### src/scan_seq_pkg.sv
// constants and state type for the auto-scan serial sequencer
// assumes: shared by the sequencer module, its bench and its checker
package scan_seq_pkg;

    // ========================================================
    // word layout
    localparam int MODE_W     = 4;
    localparam int CFG_W      = 12;
    localparam int PAIR_CFG_W = 3;
    localparam int RES_W      = 8;
    localparam int STAT_W     = 4;
    localparam int OUT_W      = RES_W + STAT_W;
    localparam int MAX_PAIRS  = CFG_W / PAIR_CFG_W;

    // ========================================================
    // mode codes and per-pair field coding
    localparam logic [MODE_W-1:0] MODE_AUTO    = 4'he;
    localparam logic [MODE_W-1:0] MODE_TEST    = 4'hc;
    localparam int                PAIR_EN_BIT  = 2;
    localparam logic [1:0]        CFG_DIFF     = 2'h1;
    localparam logic [1:0]        CFG_INVALID  = 2'h3;
    localparam logic [CFG_W-1:0]  CFG_NARROW_MASK = 12'h007;

    // ========================================================
    // bit counts of the serial words
    localparam logic [4:0] MODE_LAST_BIT = 5'h03;
    localparam logic [4:0] IN_BITS       = 5'h10;
    localparam logic [3:0] OUT_BITS      = 4'hc;

    // ========================================================
    // timing, counted in conversion oscillator periods; nominal period in ns
    localparam logic [4:0] START_TICKS = 5'h02;
    localparam logic [4:0] CONV_TICKS  = 5'h11;
    localparam logic [4:0] NEG_TICK    = 5'h00;
    localparam int         NOM_OSC_PERIOD_NS = 1000;

    // ========================================================
    // sequencer states, one-hot
    typedef enum logic [7:0] {
        ST_IDLE      = 8'h01,
        ST_SHIFT_IN  = 8'h02,
        ST_SKIP_IN   = 8'h04,
        ST_WAIT      = 8'h08,
        ST_CONVERT   = 8'h10,
        ST_READY     = 8'h20,
        ST_SHIFT_OUT = 8'h40,
        ST_TEST      = 8'h80
    } state_t;

endpackage : scan_seq_pkg

### src/auto_scan_adc_serial_sequencer.sv
// serial command decoder and auto-scan conversion sequencer
// assumes: serial pins and the rc oscillator are asynchronous to ref_clk,
// conversion result comes from the comparator logic on ref_clk
//
// Summary of operation
// - mode code 1110 selects automatic scanning
// - twelve config bits follow, set pair muxing
// - two-input variant decodes three config LSBs
// - input sampled from first clock rise after select
// - bits after last config bit ignored
// - conversion starts one to two oscillator periods
// - end flag low converting, high when done
// - total scan time depends on pair configuration
// - output shifts only while select low
// - eight result bits then four status bits
// - result LSB first, status MSB first
// - output released after last status bit
// - select rise after output converts next pair
// - select high too briefly aborts, expects mode
// - select fall during conversion aborts it
// - mode 1100 locks test mode until power
// - output released on input, input ignored on output
// - conversion takes seventeen oscillator periods
// - differential: positive then negative, one period
// - result is unsigned 256-code value
`timescale 1ns/1ps
module auto_scan_adc_serial_sequencer #(
    parameter int NUM_PAIRS = 4
) (
    // clock and reset
    input  wire logic                          ref_clk,
    input  wire logic                          rst_b,
    // serial link pins
    input  wire logic                          serialClk,
    input  wire logic                          chipSel_b,
    input  wire logic                          serial_in,
    output logic                               serialOut,
    output logic                               serialOutEn,
    output logic                               endOfConv,
    // conversion oscillator pin
    input  wire logic                          conversion_oscillator,
    // converter core
    input  wire logic [scan_seq_pkg::RES_W-1:0]  convResult,
    output logic [scan_seq_pkg::STAT_W-1:0]      input_selector,
    output logic                               samplePos,
    output logic                               sampleNeg,
    // status
    output logic                               testModeLock
);
    import scan_seq_pkg::*;

    // ========================================================
    // elaboration checks; the pair pointer is two bits wide and the
    // decode only knows the one-pair and the four-pair variant
    if (NUM_PAIRS != 1 && NUM_PAIRS != MAX_PAIRS) begin : g_bad_pairs
        $error("NUM_PAIRS must be 1 or 4");
    end

    // ========================================================
    // pin synchronisers; stage 0 feeds only stage 1
    // clock-like pins keep a third stage as the edge reference;
    // the data pin needs only two, it is read on a found clock edge
    logic [2:0] sclkSync_r;
    logic [2:0] csSync_r;
    logic [2:0] oscSync_r;
    logic [1:0] dinSync_r;

    always_ff @(posedge ref_clk) begin
        if (!rst_b) begin
            sclkSync_r <= 3'h0;
            csSync_r   <= 3'h7;
            oscSync_r  <= 3'h0;
            dinSync_r  <= 2'h0;
        end else begin
            sclkSync_r <= {sclkSync_r[1:0], serialClk};
            csSync_r   <= {csSync_r[1:0], chipSel_b};
            oscSync_r  <= {oscSync_r[1:0], conversion_oscillator};
            dinSync_r  <= {dinSync_r[0], serial_in};
        end
    end

    // edges seen on the synchronised copies
    logic sclkRise;
    logic csFall;
    logic csRise;
    logic oscTick;
    logic dIn;
    assign sclkRise = sclkSync_r[1] & ~sclkSync_r[2];
    assign csFall   = ~csSync_r[1] & csSync_r[2];
    assign csRise   = csSync_r[1] & ~csSync_r[2];
    assign oscTick  = oscSync_r[1] & ~oscSync_r[2];
    assign dIn      = dinSync_r[1];

    // ========================================================
    // pair decoding helpers
    function automatic logic pairOk(input logic [PAIR_CFG_W-1:0] pc);
        pairOk = pc[PAIR_EN_BIT] && (pc[1:0] != CFG_INVALID);
    endfunction : pairOk

    // first enabled pair at or after start, wrapping; msb = found
    function automatic logic [2:0] pickPair(input logic [CFG_W-1:0] cfg,
                                            input logic [1:0] start);
        logic [2:0] res;
        logic [1:0] idx;
        res = 3'h0;
        idx = 2'h0;
        for (int i = NUM_PAIRS - 1; i >= 0; i--) begin
            idx = 2'((int'(start) + i) % NUM_PAIRS);
            if (pairOk(cfg[idx*PAIR_CFG_W +: PAIR_CFG_W]))
                res = {1'b1, idx};
        end
        pickPair = res;
    endfunction : pickPair

    // ========================================================
    // registers
    // all sequencing state lives here; the pins only reach it
    // through the synchronised edge strobes and data bit above
    state_t               state_r;
    state_t               state_nxt;
    logic [4:0]           inCnt_r;
    logic [15:0]          inShift_r;
    logic [CFG_W-1:0]     cfg_r;
    logic [1:0]           pair_r;
    logic [4:0]           oscCnt_r;
    logic [OUT_W-1:0]     outShift_r;
    logic [3:0]           outCnt_r;
    logic [RES_W-1:0]     result_r;
    logic [STAT_W-1:0]    status_r;

    // decoded views of the shifted word
    logic [MODE_W-1:0]    modeNow;
    logic [CFG_W-1:0]     cfgIn;
    logic [2:0]           firstPick;
    logic [2:0]           nextPick;
    logic [PAIR_CFG_W-1:0] curCfg;
    logic                 loadOk;
    logic                 startDone;
    logic                 convDone;

    assign modeNow = {inShift_r[2:0], dIn};
    // narrow variant keeps only the lowest pair field
    assign cfgIn = (NUM_PAIRS == 1) ? (inShift_r[CFG_W-1:0] & CFG_NARROW_MASK)
                                    : inShift_r[CFG_W-1:0];
    assign firstPick = pickPair(cfgIn, 2'h0);
    assign nextPick  = pickPair(cfg_r, 2'((int'(pair_r) + 1) % NUM_PAIRS));
    assign curCfg    = cfg_r[pair_r*PAIR_CFG_W +: PAIR_CFG_W];
    // only a complete auto-mode word with a usable pair is loaded
    assign loadOk    = (inCnt_r == IN_BITS)
                    && (inShift_r[15:12] == MODE_AUTO)
                    && firstPick[2];
    assign startDone = oscTick && (oscCnt_r == START_TICKS - 5'h01);
    assign convDone  = oscTick && (oscCnt_r == CONV_TICKS - 5'h01);

    // ========================================================
    // next state
    // any select fall outside the ready and test states restarts the mode word,
    // so a host that lost step always recovers with a fresh command
    always_comb begin
        state_nxt = state_r;
        case (state_r)
            ST_IDLE: begin
                if (csFall)
                    state_nxt = ST_SHIFT_IN;
            end
            ST_SHIFT_IN: begin
                if (csRise)
                    state_nxt = loadOk ? ST_WAIT : ST_IDLE;
                else if (sclkRise && inCnt_r == MODE_LAST_BIT) begin
                    if (modeNow == MODE_TEST)
                        state_nxt = ST_TEST;
                    else if (modeNow != MODE_AUTO)
                        state_nxt = ST_SKIP_IN;
                end
            end
            ST_SKIP_IN: begin
                if (csRise)
                    state_nxt = ST_IDLE;
            end
            ST_WAIT: begin
                if (csFall)
                    state_nxt = ST_SHIFT_IN;
                else if (startDone)
                    state_nxt = ST_CONVERT;
            end
            ST_CONVERT: begin
                // early select fall is a fresh mode word
                if (csFall)
                    state_nxt = ST_SHIFT_IN;
                else if (convDone)
                    state_nxt = ST_READY;
            end
            ST_READY: begin
                if (csFall)
                    state_nxt = ST_SHIFT_OUT;
            end
            ST_SHIFT_OUT: begin
                if (csRise)
                    state_nxt = ST_WAIT;
            end
            ST_TEST: begin
                state_nxt = ST_TEST;  // only reset leaves
            end
            default: begin
                state_nxt = ST_IDLE;
            end
        endcase
    end

    always_ff @(posedge ref_clk) begin
        if (!rst_b)
            state_r <= ST_IDLE;
        else
            state_r <= state_nxt;
    end

    // ========================================================
    // input word shifter; counter restarts on every select fall
    always_ff @(posedge ref_clk) begin
        if (!rst_b) begin
            inCnt_r   <= 5'h00;
            inShift_r <= 16'h0000;
        end else if (state_r != ST_SHIFT_IN) begin
            inCnt_r <= 5'h00;
        end else if (sclkRise && inCnt_r != IN_BITS) begin
            inShift_r <= {inShift_r[14:0], dIn};
            inCnt_r   <= inCnt_r + 5'h01;
        end
    end

    // ========================================================
    // scan configuration and pair pointer
    always_ff @(posedge ref_clk) begin
        if (!rst_b) begin
            cfg_r  <= '0;
            pair_r <= 2'h0;
        end else if (state_r == ST_SHIFT_IN && csRise && loadOk) begin
            cfg_r  <= cfgIn;
            pair_r <= firstPick[1:0];
        end else if (state_r == ST_SHIFT_OUT && csRise) begin
            // disabled pairs are skipped, last one wraps
            pair_r <= nextPick[1:0];
        end
    end

    // ========================================================
    // oscillator period counter, cleared on each state change
    // limitation: the rc oscillator must stay well below a quarter of
    // ref_clk, otherwise ticks are lost in the synchroniser
    always_ff @(posedge ref_clk) begin
        if (!rst_b)
            oscCnt_r <= 5'h00;
        else if (state_nxt != state_r)
            oscCnt_r <= 5'h00;
        else if (oscTick)
            oscCnt_r <= oscCnt_r + 5'h01;
    end

    // ========================================================
    // mux select and sample strobes toward the converter core
    always_ff @(posedge ref_clk) begin
        if (!rst_b) begin
            input_selector <= '0;
            samplePos      <= 1'b0;
            sampleNeg      <= 1'b0;
        end else begin
            input_selector <= {pair_r, curCfg[1:0]};
            samplePos <= (state_r == ST_WAIT) && startDone && !csFall;
            // negative input one oscillator period later
            sampleNeg <= (state_r == ST_CONVERT) && oscTick && !csFall
                      && (oscCnt_r == NEG_TICK) && (curCfg[1:0] == CFG_DIFF);
        end
    end

    // ========================================================
    // end-of-conversion flag; idles high with nothing pending
    // decoded from the next state so the flag falls with the start
    // strobe and rises in the cycle the result is captured
    always_ff @(posedge ref_clk) begin
        if (!rst_b)
            endOfConv <= 1'b1;
        else if (state_nxt == ST_CONVERT)
            endOfConv <= 1'b0;
        else
            endOfConv <= 1'b1;
    end

    // ========================================================
    // result capture at the end of each conversion
    always_ff @(posedge ref_clk) begin
        if (!rst_b) begin
            result_r <= '0;
            status_r <= '0;
        end else if (state_r == ST_CONVERT && convDone && !csFall) begin
            result_r <= convResult;  // unsigned code
            status_r <= {pair_r, curCfg[1:0]};
        end
    end

    // ========================================================
    // output shifter; result lsb first, status msb first
    // status bits are reversed at load so one right shift serves both
    // orders; the enable drops on the first surplus clock edge
    always_ff @(posedge ref_clk) begin
        if (!rst_b) begin
            outShift_r  <= '0;
            outCnt_r    <= 4'h0;
            serialOut   <= 1'b0;
            serialOutEn <= 1'b0;
        end else if (state_r == ST_READY && csFall) begin
            outShift_r <= {status_r[0], status_r[1], status_r[2],
                           status_r[3], result_r};
            outCnt_r   <= 4'h0;
        end else if (state_r == ST_SHIFT_OUT && !csRise) begin
            if (sclkRise && outCnt_r != OUT_BITS) begin
                serialOut   <= outShift_r[0];
                serialOutEn <= 1'b1;
                outShift_r  <= {1'b0, outShift_r[OUT_W-1:1]};
                outCnt_r    <= outCnt_r + 4'h1;
            end else if (sclkRise) begin
                serialOutEn <= 1'b0;
            end
        end else begin
            // released while words are shifted in, so pins may share
            serialOutEn <= 1'b0;
        end
    end

    // ========================================================
    // test-mode indicator
    // only rst_b clears it, standing in for a power cycle of the part
    always_ff @(posedge ref_clk) begin
        if (!rst_b)
            testModeLock <= 1'b0;
        else
            testModeLock <= (state_nxt == ST_TEST);
    end

endmodule : auto_scan_adc_serial_sequencer

### config.mk
export PLATFORM = sky130hd
export DESIGN_NAME = auto_scan_adc_serial_sequencer
export DESIGN_NICKNAME = d
export VERILOG_FILES = /design/src/scan_seq_pkg.sv /design/src/auto_scan_adc_serial_sequencer.sv
export SDC_FILE = /design/constraint.sdc
export NUM_CORES = 1
export LEC_CHECK = 0
export ABC_AREA = 1
export BUFFER_PORTS_ARGS = -buffer_cell sky130_fd_sc_hd__buf_2
export CAP_MARGIN = 40
export CORE_ASPECT_RATIO = 0.9
export CORE_MARGIN = 8
export CORE_UTILIZATION = 57
export CTS_BUF_LIST = sky130_fd_sc_hd__clkbuf_8
export CTS_CLUSTER_DIAMETER = 200
export DETAILED_ROUTE_END_ITERATION = 12
export GPL_ROUTABILITY_DRIVEN = 0
export PLACE_DENSITY = 0.78
export SYNTH_ARGS = -nofsm -noshare
export SYNTH_HDL_FRONTEND = slang
export SYNTH_SLANG_ARGS = --single-unit
### constraint.sdc
create_clock -name ref_clk -period 1.77 [get_ports ref_clk]
set_clock_uncertainty 0.2 [all_clocks]
set_input_delay 0.531 -clock ref_clk [delete_from_list [all_inputs] [get_ports ref_clk]]
set_output_delay 0.531 -clock ref_clk [all_outputs]
set_load 0.02 [all_outputs]
-- Word-level counts from Yosys, hierarchy flattened
Index checks and enable logic that the tools add are counted.
- add/sub/neg operators: 7
- $mul: 5
- equal/unequal tests: 31
- shift-type cells: 5
- multiplexer cells: 31
- bitwise operators: 11
- reductions and logical operators: 42
- operator list (cell ; count):
    two-way mux 8 bit ; 12
    one-hot mux 8 bit (8 select lines) ; 1
    variable part select 12 x 5 -> 3 bit ; 4
    two-way mux 12 bit ; 3
    logical AND 1 bit ; 28
    multiplier 2 x 2 -> 4 bit, second input constant ; 5
    equality test 8 x 5 -> 1 bit, second input constant ; 2
    equality test 8 bit, second input constant ; 2
    != test 2 bit, second input constant ; 8
    two-way mux 2 bit ; 6
    two-way mux 3 bit ; 4
    variable part select 12 x 5 -> 2 bit ; 1
    adder 5 x 1 -> 5 bit, second input constant ; 2
    equality test 5 bit, second input constant ; 2
    equality test 4 bit, second input constant ; 2
    equality test 8 x 1 -> 1 bit, second input constant ; 1
    equality test 8 x 2 -> 1 bit, second input constant ; 1
    equality test 8 x 3 -> 1 bit, second input constant ; 1
    equality test 8 x 4 -> 1 bit, second input constant ; 1
    equality test 8 x 6 -> 1 bit, second input constant ; 1
    equality test 8 x 7 -> 1 bit, second input constant ; 1
    != test 4 bit, second input constant ; 2
    != test 8 x 2 -> 1 bit, second input constant ; 1
    != test 8 bit ; 1
    18 further kinds ; 40
- flip-flop bits (word level): 97
- input port bits: 14
- output and inout port bits: 10
- logic and storage cells: 153

-- Longest topological paths before layout
Gate-level depths: netlist (run 1).
- depth after elaboration: 12
- depth in mapped cells: 14

-- Worst setup path before layout (run 1)
No wires, ideal clock.
- path kind: register to register
- from: register inCnt_r[0]
- to: register inShift_r[10]
- arrival: 1.446 ns
- slack: -0.004 ns
- stages on the path, launching flop included: 10
- period minus slack after synthesis: 1.774 ns
- cell sequence: dfxtp_1 > inv_1 > ha_1 > nand3_1 > inv_1 > nor2_1 > inv_1 > nor2_1 > clkbuf_1 > a21oi_1
- longest elaborated chain between the ends: 3
- ends and longest elaborated chain (what ; line ; source):
    start: declaration ; auto_scan_adc_serial_sequencer.sv:121 ; logic [4:0] inCnt_r;
    start signal: assignment ; auto_scan_adc_serial_sequencer.sv:227 ; inCnt_r <= inCnt_r + 5'h01;
    != test 5 bit ; auto_scan_adc_serial_sequencer.sv:225 ; end else if (sclkRise && inCnt_r != IN_BITS) begin
    logical AND 1 bit ; auto_scan_adc_serial_sequencer.sv:225 ;
    AND reduction 2 bit (no source line) ; -- ;
    end signal: assignment ; auto_scan_adc_serial_sequencer.sv:226 ; inShift_r <= {inShift_r[14:0], dIn};
    end: declaration ; auto_scan_adc_serial_sequencer.sv:122 ; logic [15:0] inShift_r;
No other way between the ends.
A chain may end at the register's enable or synchronous reset.

-- Final worst setup path (run 1)
- from: register state_r[0]
- to: register inShift_r[10]
- longest elaborated chain between the ends: 3
- ends and longest elaborated chain (what ; line ; source):
    start: declaration ; auto_scan_adc_serial_sequencer.sv:119 ; state_t state_r;
    start signal: assignment ; auto_scan_adc_serial_sequencer.sv:214 ; state_r <= state_nxt;
    != test 8 x 2 -> 1 bit ; auto_scan_adc_serial_sequencer.sv:223 ; end else if (state_r != ST_SHIFT_IN) begin
    inverter 1 bit (no source line) ; -- ;
    AND reduction 2 bit (no source line) ; -- ;
No other way between the ends.

==> impl_metrics.toml, run 1 <==
[synthesis]
seq_area_frac_synth = 0.431
synth-main-ff-cell = "dfxtp_1"
syn_avg_cell_area_um2 = 7.15
syn_inst = 631
yosys_register_bits = 97
synth_enable_flop_cells = 0
ys_warn_count = 0
synth_top_area_cell = "dfxtp_1"
ys_async_sr_fraction = 0
synth_top_area_share = 0.431
syn-num-nets = 652
ys_top_cells_by_area = "dfxtp_1, nand2_1, a21oi_1, inv_1, o21ai_0"
netlist_area_um2 = 4510
yosysUniqueCellTypes = 36

[routing]
route.detailed.drc = 0
wl_per_cell_um = 19.1
viasPerCell = 6.06
drtIter0Drc = 554
vias = 5258
drt-pass1-iter-count = 5
drtAntennaViolNets = 0
drt_wl_total_mm = 16.5

[status]
outcome = "finished with violations"
failed_checks = "negative setup slack"

[global_routing]
grt.total_usage = 0.216
grt_overflow_total = 0
grt_max_degree = 31
first_global_vias = 4308
grt_pass1_wl_mm = 19.4
grt_antenna_before_repair = 0

[worst_setup_path]
path_cells = "inv_6 -> nand2_2 -> nor2_4 -> nand2_4 -> buf_4 -> buf_4 -> nor2_4 -> buf_12 -> o21ai_0 -> a21oi_1"
endpoint_kind = "flop"
rrSetupSlack_ns = -0.38
worst_ep_required_time_ns = 1.88
start_kind = "flop"
critPathMaxStageDelay_ns = 0.39
crit_arrival_ns = 2.26
slowest_stage = "dfxtp_4"
worstSetupPathType = "reg -> reg"
cp_max_fo = 15
cp.buffers_inverters = 4
critPathTopFamily = "simple AND/OR/NAND/NOR gates"

[power]
p_leak_nw = 2.84
switching_share = 0.265
combPwrFrac = 0.091
p_switching_w = 0.00110
pwr-share-clk = 0.376
power_density_nw_per_um2 = 634
p_int_w = 0.00305
vdd_drop_max_mv = 0.590
power_frac_seq = 0.533
p_total_w = 0.00415

[sta]
hold_viol_final = 0
final.period_utilization = 1.22
max_freq_mhz = 464
slew_headroom = 0.767
final-max-slew-violation-count = 0
worst_slack_ns = -0.384
setup_viol = 75
tightest_slew_ns = 0.347
rsz0062_at_grt = "true"
fin_crit_ns = 2.15

[floorplan]
die_w_um = 110
core_area_um2 = 7620
die_height_um = 100
start_util = 0.592
num_rows = 30
pin_count = 24
die_area_um2 = 11000

[flow_run]
max_cap_violations = 0

[finish]
drive_gt1_frac = 0.446
diodes = 0
nFillCells = 357
finalNetCount = 787
syn2layout_area_growth_pct = 45.3
final_cell_mix = "nand2_1, buf_4, dfxtp_1"
final_common_cell = "nand2_1"
register_area_um2 = 1980
final_area_um2 = 6550
multiInputGateArea_um2 = 2730

[placed_design]
hpwl_mm = 7.55
io_buffers = 23
placed_area_um2 = 5250

[clocking]
holdBufCountCts = 0
htree_levels = 3
cts_root_buf = "clkbuf_8"
cts_tree = "yes"
insertion_delay_ns = 0.38
cts_inserted_buffers = 9
clk_pin_slew_worst_paths_ns = 0.10
clock-sinks = 97
clk_path_buf_depth = 2

[min_path]
hp-class = "in -> reg"
==> tightest hold or removal path: stages <==
cell and delay, ns:
buf_2 0.07, nand2_1 0.04, inv_1 0.04
==> worst paths after layout <==
kind | cells past startpoint | from | endpoint
min reg2reg | 1 | csSync_r[0]$_SDFF_PN1_ | csSync_r[1]$_SDFF_PN1_
max reg2reg | 10 | state_r[0]$_SDFF_PN1_ | inShift_r[10]$_SDFFE_PN0P_
min | 3 | conversion_oscillator | oscSync_r[0]$_SDFF_PN0_
max | 10 | state_r[0]$_SDFF_PN1_ | inShift_r[10]$_SDFFE_PN0P_
==> routing by layer <==
| layer | vias to the layer above | track usage | share of wire |
|---|---|---|---|
| met5 | - | 0 | 0 |
| met2 | 406 | 0.367 | 0.47 |
| li1 | 2300 | - | - |
| met1 | 2412 | 0.253 | 0.37 |
| met3 | 140 | 0.0557 | 0.092 |
| met4 | 0 | 0.0799 | 0.072 |
==> power by group through the flow <==
stage               sequential, W  clock, W  combinational, W
floorplan                 0.00226         0          0.000147
global route              0.00221   0.00165          0.000393
global placement          0.00226         0          0.000238
detailed placement        0.00226         0          0.000247
finish                    0.00221   0.00156          0.000377
CTS                       0.00221   0.00153          0.000281
==> sequential cells by signal (all words and copies together) (netlist names) <==
register / count
cfg_r: 12
csSync_r: 3
dinSync_r: 2
endOfConv: 1
inCnt_r: 5
inShift_r: 16
input_selector: 4
oscCnt_r: 5
oscSync_r: 3
outCnt_r: 4
outShift_r: 12
pair_r: 2
result_r: 8
sampleNeg: 1
samplePos: 1
sclkSync_r: 3
serialOut: 1
serialOutEn: 1
state_r: 8
status_r: 4
testModeLock: 1
==> logic make-up (layout without fill, tap and decap cells) <==
group           Yosys count  in the layout  synth area share
flops                    97             97             0.431
simple gates            298            298             0.308
xor+xnor                  5              5           0.00971
compound gates          122            122             0.144
buf+inv                 102            242            0.0879
fa+ha+maj                 7              7            0.0194
==> final cells by class <==
| cell class | count | area share |
|---|---|---|
| Multi-Input combinational cell | 432 | 0.416 |
| Timing Repair Buffer | 144 | 0.179 |
| Tap cell | 96 | 0.0183 |
| Sequential cell | 97 | 0.302 |
| Inverter | 82 | 0.0515 |
| Clock inverter | 6 | 0.0111 |
| Clock buffer | 10 | 0.0210 |
==> stage by stage <==
step / utilization / instances / hold slack (ns) / worst slack [ns] / TNS, ns
2_1_floorplan: - / 631 / 0.190 / 0.0566 / 0
3_3_place_gp: 0.688 / 805 / 0.193 / -0.130 / -1.38
3_5_place_dp: 0.688 / 805 / 0.201 / -0.262 / -2.17
4_1_cts: 0.754 / 838 / 0.135 / -0.162 / -1.38
5_1_grt: 0.860 / 867 / 0.129 / -0.454 / -18.99
6_report: 0.860 / 867 / 0.133 / -0.384 / -15.24
==> timing repair <==
item | in CTS | in global routing
resized for setup | 57 | 178
pin swaps | 23 | 63
setup buffers | 17 | 29
gates cloned | 0 | 4
endpoints found under the setup margin | 44 | 74
==> synth_stat cells, types with 7 or more instances <==
master,number
dfxtp_1,97
inv_2,12
clkbuf_1,11
a21oi_1,56
nand4_1,13
buf_2,8
nor2_1,44
a31oi_1,11
nand2_1,171
nand2_2,8
o21ai_0,46
inv_1,70
ha_1,7
nand3_1,28
No activity file was read; power rests on OpenSTA's default activity.
==> run 2: changes to the inputs <==
--- a/config.mk
+++ b/config.mk
@@ -16,6 +16,7 @@
 export DETAILED_ROUTE_END_ITERATION = 12
 export GPL_ROUTABILITY_DRIVEN = 0
 export PLACE_DENSITY = 0.78
+export SKIP_CTS_REPAIR_TIMING = 1
 export SYNTH_ARGS = -nofsm -noshare
 export SYNTH_HDL_FRONTEND = slang
 export SYNTH_SLANG_ARGS = --single-unit
==> impl_metrics.toml, run 2 (same netlist as run 1, synthesis figures left out) <==
[status]
outcome = "finished with violations"
failed_checks = "negative setup slack"

[floorplan]
start_util = 0.592
pin_count = 24
core_area_um2 = 7620
num_rows = 30
die_w_um = 110
die_height_um = 100
die_area_um2 = 11000

[sta]
final-max-slew-violation-count = 0
hold_viol_final = 0
slew_headroom = 0.699
setup_viol = 66
max_freq_mhz = 439
worst_slack_ns = -0.510
tightest_slew_ns = 0.448
rsz0062_at_grt = "true"
final.period_utilization = 1.29
setup_tns_ns = -11.49
hold_ws_ns = 0.140
fin_crit_ns = 2.28

[routing]
drt-pass1-iter-count = 5
wl_per_cell_um = 15.5
drtIter0Drc = 359
vias = 4725
dr_wl_met3_um = 896
dr.max_layer_used = "met4"
drtAntennaViolNets = 0
route.detailed.drc = 0
viasPerCell = 5.60
drt_wl_total_mm = 13.1
wl_met2_mm = 6.34
met1_length_mm = 5.29

[worst_setup_path]
cp.buffers_inverters = 0
cpMostUsedCell = "nand2_1"
crit_arrival_ns = 2.39
slowest_stage = "dfxtp_4"
critPathTopFamily = "simple AND/OR/NAND/NOR gates"
start_kind = "flop"
path_cells = "nor2_1 -> nand3_1 -> nor2_1 -> nand3_1 -> nand2_1 -> nand3_2 -> nand2_1 -> nand2_1 -> nor2_2 -> nand3_4 -> nor2_4"
worstSetupPathType = "reg -> reg"
cp_max_fo = 5
endpoint_kind = "flop"
worst_ep_required_time_ns = 1.88
critPathMaxStageDelay_ns = 0.39

[finish]
diodes = 0
reg_top3 = "inShift_r x16, cfg_r x12, outShift_r x12"
drive_gt1_frac = 0.348
syn2layout_area_growth_pct = 34.0
final_area_um2 = 6040
largest_register_ffs = 16
final_common_cell = "nand2_1"
finalNetCount = 764
largest-register = "inShift_r"
final_cell_mix = "nand2_1, dfxtp_1, buf_4"

[power]
pwr-share-clk = 0.372
p_int_w = 0.00304
p_leak_nw = 2.65
vdd_drop_max_mv = 0.628
power_density_nw_per_um2 = 672
p_total_w = 0.00406
switching_share = 0.250
p_switching_w = 0.00102
power_frac_seq = 0.546
combPwrFrac = 0.083

[global_routing]
grt_overflow_total = 0
grt_pass1_wl_mm = 17.6
grt_antenna_before_repair = 0
first_global_vias = 4053
grt.total_usage = 0.194
grt_max_degree = 31

[clocking]
cts_inserted_buffers = 9
htree_levels = 3
clk_pin_slew_worst_paths_ns = 0.10
insertion_delay_ns = 0.37
clock-sinks = 97
cts_root_buf = "clkbuf_8"
cts_tree = "yes"
clk_path_buf_depth = 2

[min_path]
hp-class = "in -> reg"

[placed_design]
io_buffers = 23
hpwl_mm = 7.55
placed_area_um2 = 5250

[flow_run]
max_cap_violations = 0
==> run 2: cell types whose count changed in the layout (fill, tap and decap cells not counted), sizes merged <==
cell | before | now
clkbuf | 12 | 13
buf | 142 | 118
==> run 2: power groups by stage <==
stage	Clock [W]	Sequential [W]	Combinational, W
2_1_floorplan	0	0.00226	0.000147
3_3_place_gp	0	0.00226	0.000238
3_5_place_dp	0	0.00226	0.000247
4_1_cts	0.00153	0.00221	0.000249
5_1_grt	0.00162	0.00222	0.000354
6_report	0.00151	0.00222	0.000335
==> run 2: worst min-delay path, stage by stage <==
cell	delay (ns)
buf_2	0.07
nand2_1	0.04
inv_1	0.04
==> run 2: layout make-up <==
class,instances,area [um2]
Sequential cell,97,1970
Tap cell,96,120
Multi-Input combinational cell,432,2460
Clock buffer,10,138
Timing Repair Buffer,121,971
Fill cell,483,1580
Inverter,82,318
Clock inverter,6,72.6
==> run 2: path summary, 6_finish.rpt <==
path                                                 end                   start  cells past startpoint  slack, ns
worst max-delay path            oscCnt_r[0]$_SDFFE_PP0P_   state_r[1]$_SDFF_PN0_                     11      -0.51
worst min-delay path             oscSync_r[0]$_SDFF_PN0_   conversion_oscillator                      3       0.14
worst max register to register  oscCnt_r[0]$_SDFFE_PP0P_   state_r[1]$_SDFF_PN0_                     11      -0.51
worst min register to register    csSync_r[1]$_SDFF_PN1_  csSync_r[0]$_SDFF_PN1_                      1       0.21
==> run 2: stage by stage <==
stage / utilization / setup slack (ns) / instances
2_1_floorplan: - / 0.0566 / 631
3_3_place_gp: 0.688 / -0.130 / 805
3_5_place_dp: 0.688 / -0.262 / 805
4_1_cts: 0.716 / -0.301 / 821
5_1_grt: 0.793 / -0.618 / 844
6_report: 0.793 / -0.510 / 844
==> run 2: layer usage <==
layer  track usage  vias to the layer above
met2         0.323                      211
met4        0.0643                        0
met1         0.236                     2195
met5             0                        -
met3        0.0493                       64
li1              -                     2255
==> run 3: changes to the inputs <==
--- a/config.mk
+++ b/config.mk
@@ -8,9 +8,8 @@
 export ABC_AREA = 1
 export BUFFER_PORTS_ARGS = -buffer_cell sky130_fd_sc_hd__buf_2
 export CAP_MARGIN = 40
-export CORE_ASPECT_RATIO = 0.9
 export CORE_MARGIN = 8
-export CORE_UTILIZATION = 57
+export CORE_UTILIZATION = 60
 export CTS_BUF_LIST = sky130_fd_sc_hd__clkbuf_8
 export CTS_CLUSTER_DIAMETER = 200
 export DETAILED_ROUTE_END_ITERATION = 12
==> constraint.sdc (replaced) <==
create_clock -name ref_clk -period 2.5 [get_ports ref_clk]
set_clock_uncertainty 0.2 [all_clocks]
set_input_delay 0.75 -clock ref_clk [delete_from_list [all_inputs] [get_ports ref_clk]]
set_output_delay 0.75 -clock ref_clk [all_outputs]
set_load 0.02 [all_outputs]
==> impl_metrics.toml, run 3 (same netlist as run 1, synthesis figures left out) <==
[routing]
route.detailed.drc = 0
vias = 3976
wl_per_cell_um = 12.6
drt_wl_total_mm = 9.49
viasPerCell = 5.27
drt-pass1-iter-count = 6
drtAntennaViolNets = 0
drtIter0Drc = 216

[clocking]
cts_root_buf = "clkbuf_8"
clk_path_buf_depth = 2
clock-sinks = 97
clk_pin_slew_worst_paths_ns = 0.10
cts_tree = "yes"
insertion_delay_ns = 0.36
htree_levels = 3
cts_inserted_buffers = 9

[placed_design]
dp.cells = 738
io_buffers = 23
placed_area_um2 = 4700
hpwl_mm = 6.85

[finish]
final_cell_mix = "nand2_1, dfxtp_1, inv_1"
fin_cells = 754
reg_top3 = "inShift_r x16, cfg_r x12, outShift_r x12"
final_area_um2 = 4880
nFillCells = 649
largest_register_ffs = 16
largest-register = "inShift_r"
diodes = 0
finalNetCount = 671
syn2layout_area_growth_pct = 8.29
drive_gt1_frac = 0.139
final_common_cell = "nand2_1"

[floorplan]
start_util = 0.622
pin_count = 24
core_area_um2 = 7250
die_w_um = 103
die_area_um2 = 10500
die_height_um = 103
num_rows = 31

[sta]
setup_viol = 0
setup_tns_ns = 0
fin_crit_ns = 2.18
final.period_utilization = 0.871
hold_ws_ns = 0.221
tightest_slew_ns = 0.750
hold_viol_final = 0
slew_headroom = 0.498
final-max-slew-violation-count = 0
rsz0062_at_grt = "false"
max_freq_mhz = 459

[power]
p_total_w = 0.00267
p_leak_nw = 2.09
power_density_nw_per_um2 = 546
vdd_drop_max_mv = 0.355

[worst_setup_path]
cp_max_fo = 19
worstSetupPathType = "reg -> reg"
worst_ep_required_time_ns = 2.56
crit_arrival_ns = 2.24
endpoint_kind = "flop"
start_kind = "flop"

[status]
outcome = "finished clean"

[global_routing]
first_global_vias = 3610
grt_antenna_before_repair = 0
grt_max_degree = 48
grt_pass1_wl_mm = 16.2
grt.total_usage = 0.192
grt_overflow_total = 0

[flow_run]
max_cap_violations = 0

[min_path]
hp-class = "reg -> reg"
==> run 3: cell count changes in the layout (fill, tap and decap cells not counted), sizes merged <==
cell    before  now
bufinv       1    0
buf        118   28
clkinv       1    3
clkbuf      13    9
==> run 3: worst paths after layout <==
kind                            from                      end  slack, ns  depth (start not counted)
min reg2reg  oscSync_r[0]$_SDFF_PN0_  oscSync_r[1]$_SDFF_PN0_       0.22                          2
max reg2reg  inCnt_r[0]$_SDFFE_PP0P_   pair_r[0]$_SDFFE_PN0P_       0.32                         11
min          oscSync_r[0]$_SDFF_PN0_  oscSync_r[1]$_SDFF_PN0_       0.22                          2
max          inCnt_r[0]$_SDFFE_PP0P_   pair_r[0]$_SDFFE_PN0P_       0.32                         11
==> run 3: power breakdown <==
part	total [W]	switching [W]	internal [W]	leakage, nW
Clock	0.000959	0.000578	0.000381	0.0923
Sequential	0.00157	0.00000906	0.00156	0.783
Combinational	0.000142	0.0000975	0.0000450	1.22
Total	0.00267	0.000685	0.00198	2.09
==> run 3: per-layer routing <==
layer | global-route usage | vias up | wire length [um]
met4 | 0.0790 | 0 | 147
met2 | 0.317 | 91 | 4470
li1 | - | 2052 | -
met5 | 0 | - | 0
met1 | 0.245 | 1816 | 4560
met3 | 0.0270 | 17 | 310
==> run 3: cell type report <==
class                           instances  area [um2]  area share
Timing Repair Buffer                   28         153      0.0312
Sequential cell                        97        1940       0.398
Clock buffer                            9         124      0.0254
Tap cell                               99         124      0.0254
Multi-Input combinational cell        432        2170       0.445
Inverter                               82         308      0.0630
Clock inverter                          7        62.6      0.0128
==> run 3: through the flow <==
stage                      util  worst slack [ns]
final                     0.673             0.321
after global routing      0.673             0.104
after CTS                 0.673             0.326
after detailed placement  0.648             0.336
after global placement    0.648             0.415
after floorplan               -             0.726
==> run 3: critical path: stages (launching register included) <==
cell and delay, ns:
dfxtp_1 0.34, inv_1 0.09, ha_1 0.15, nand3_1 0.09, nor2_1 0.25, nand2_1 0.17, nor2_4 0.35, inv_2 0.11
o21ai_2 0.11, nand4_1 0.11, nand2_1 0.07, nor2_1 0.04
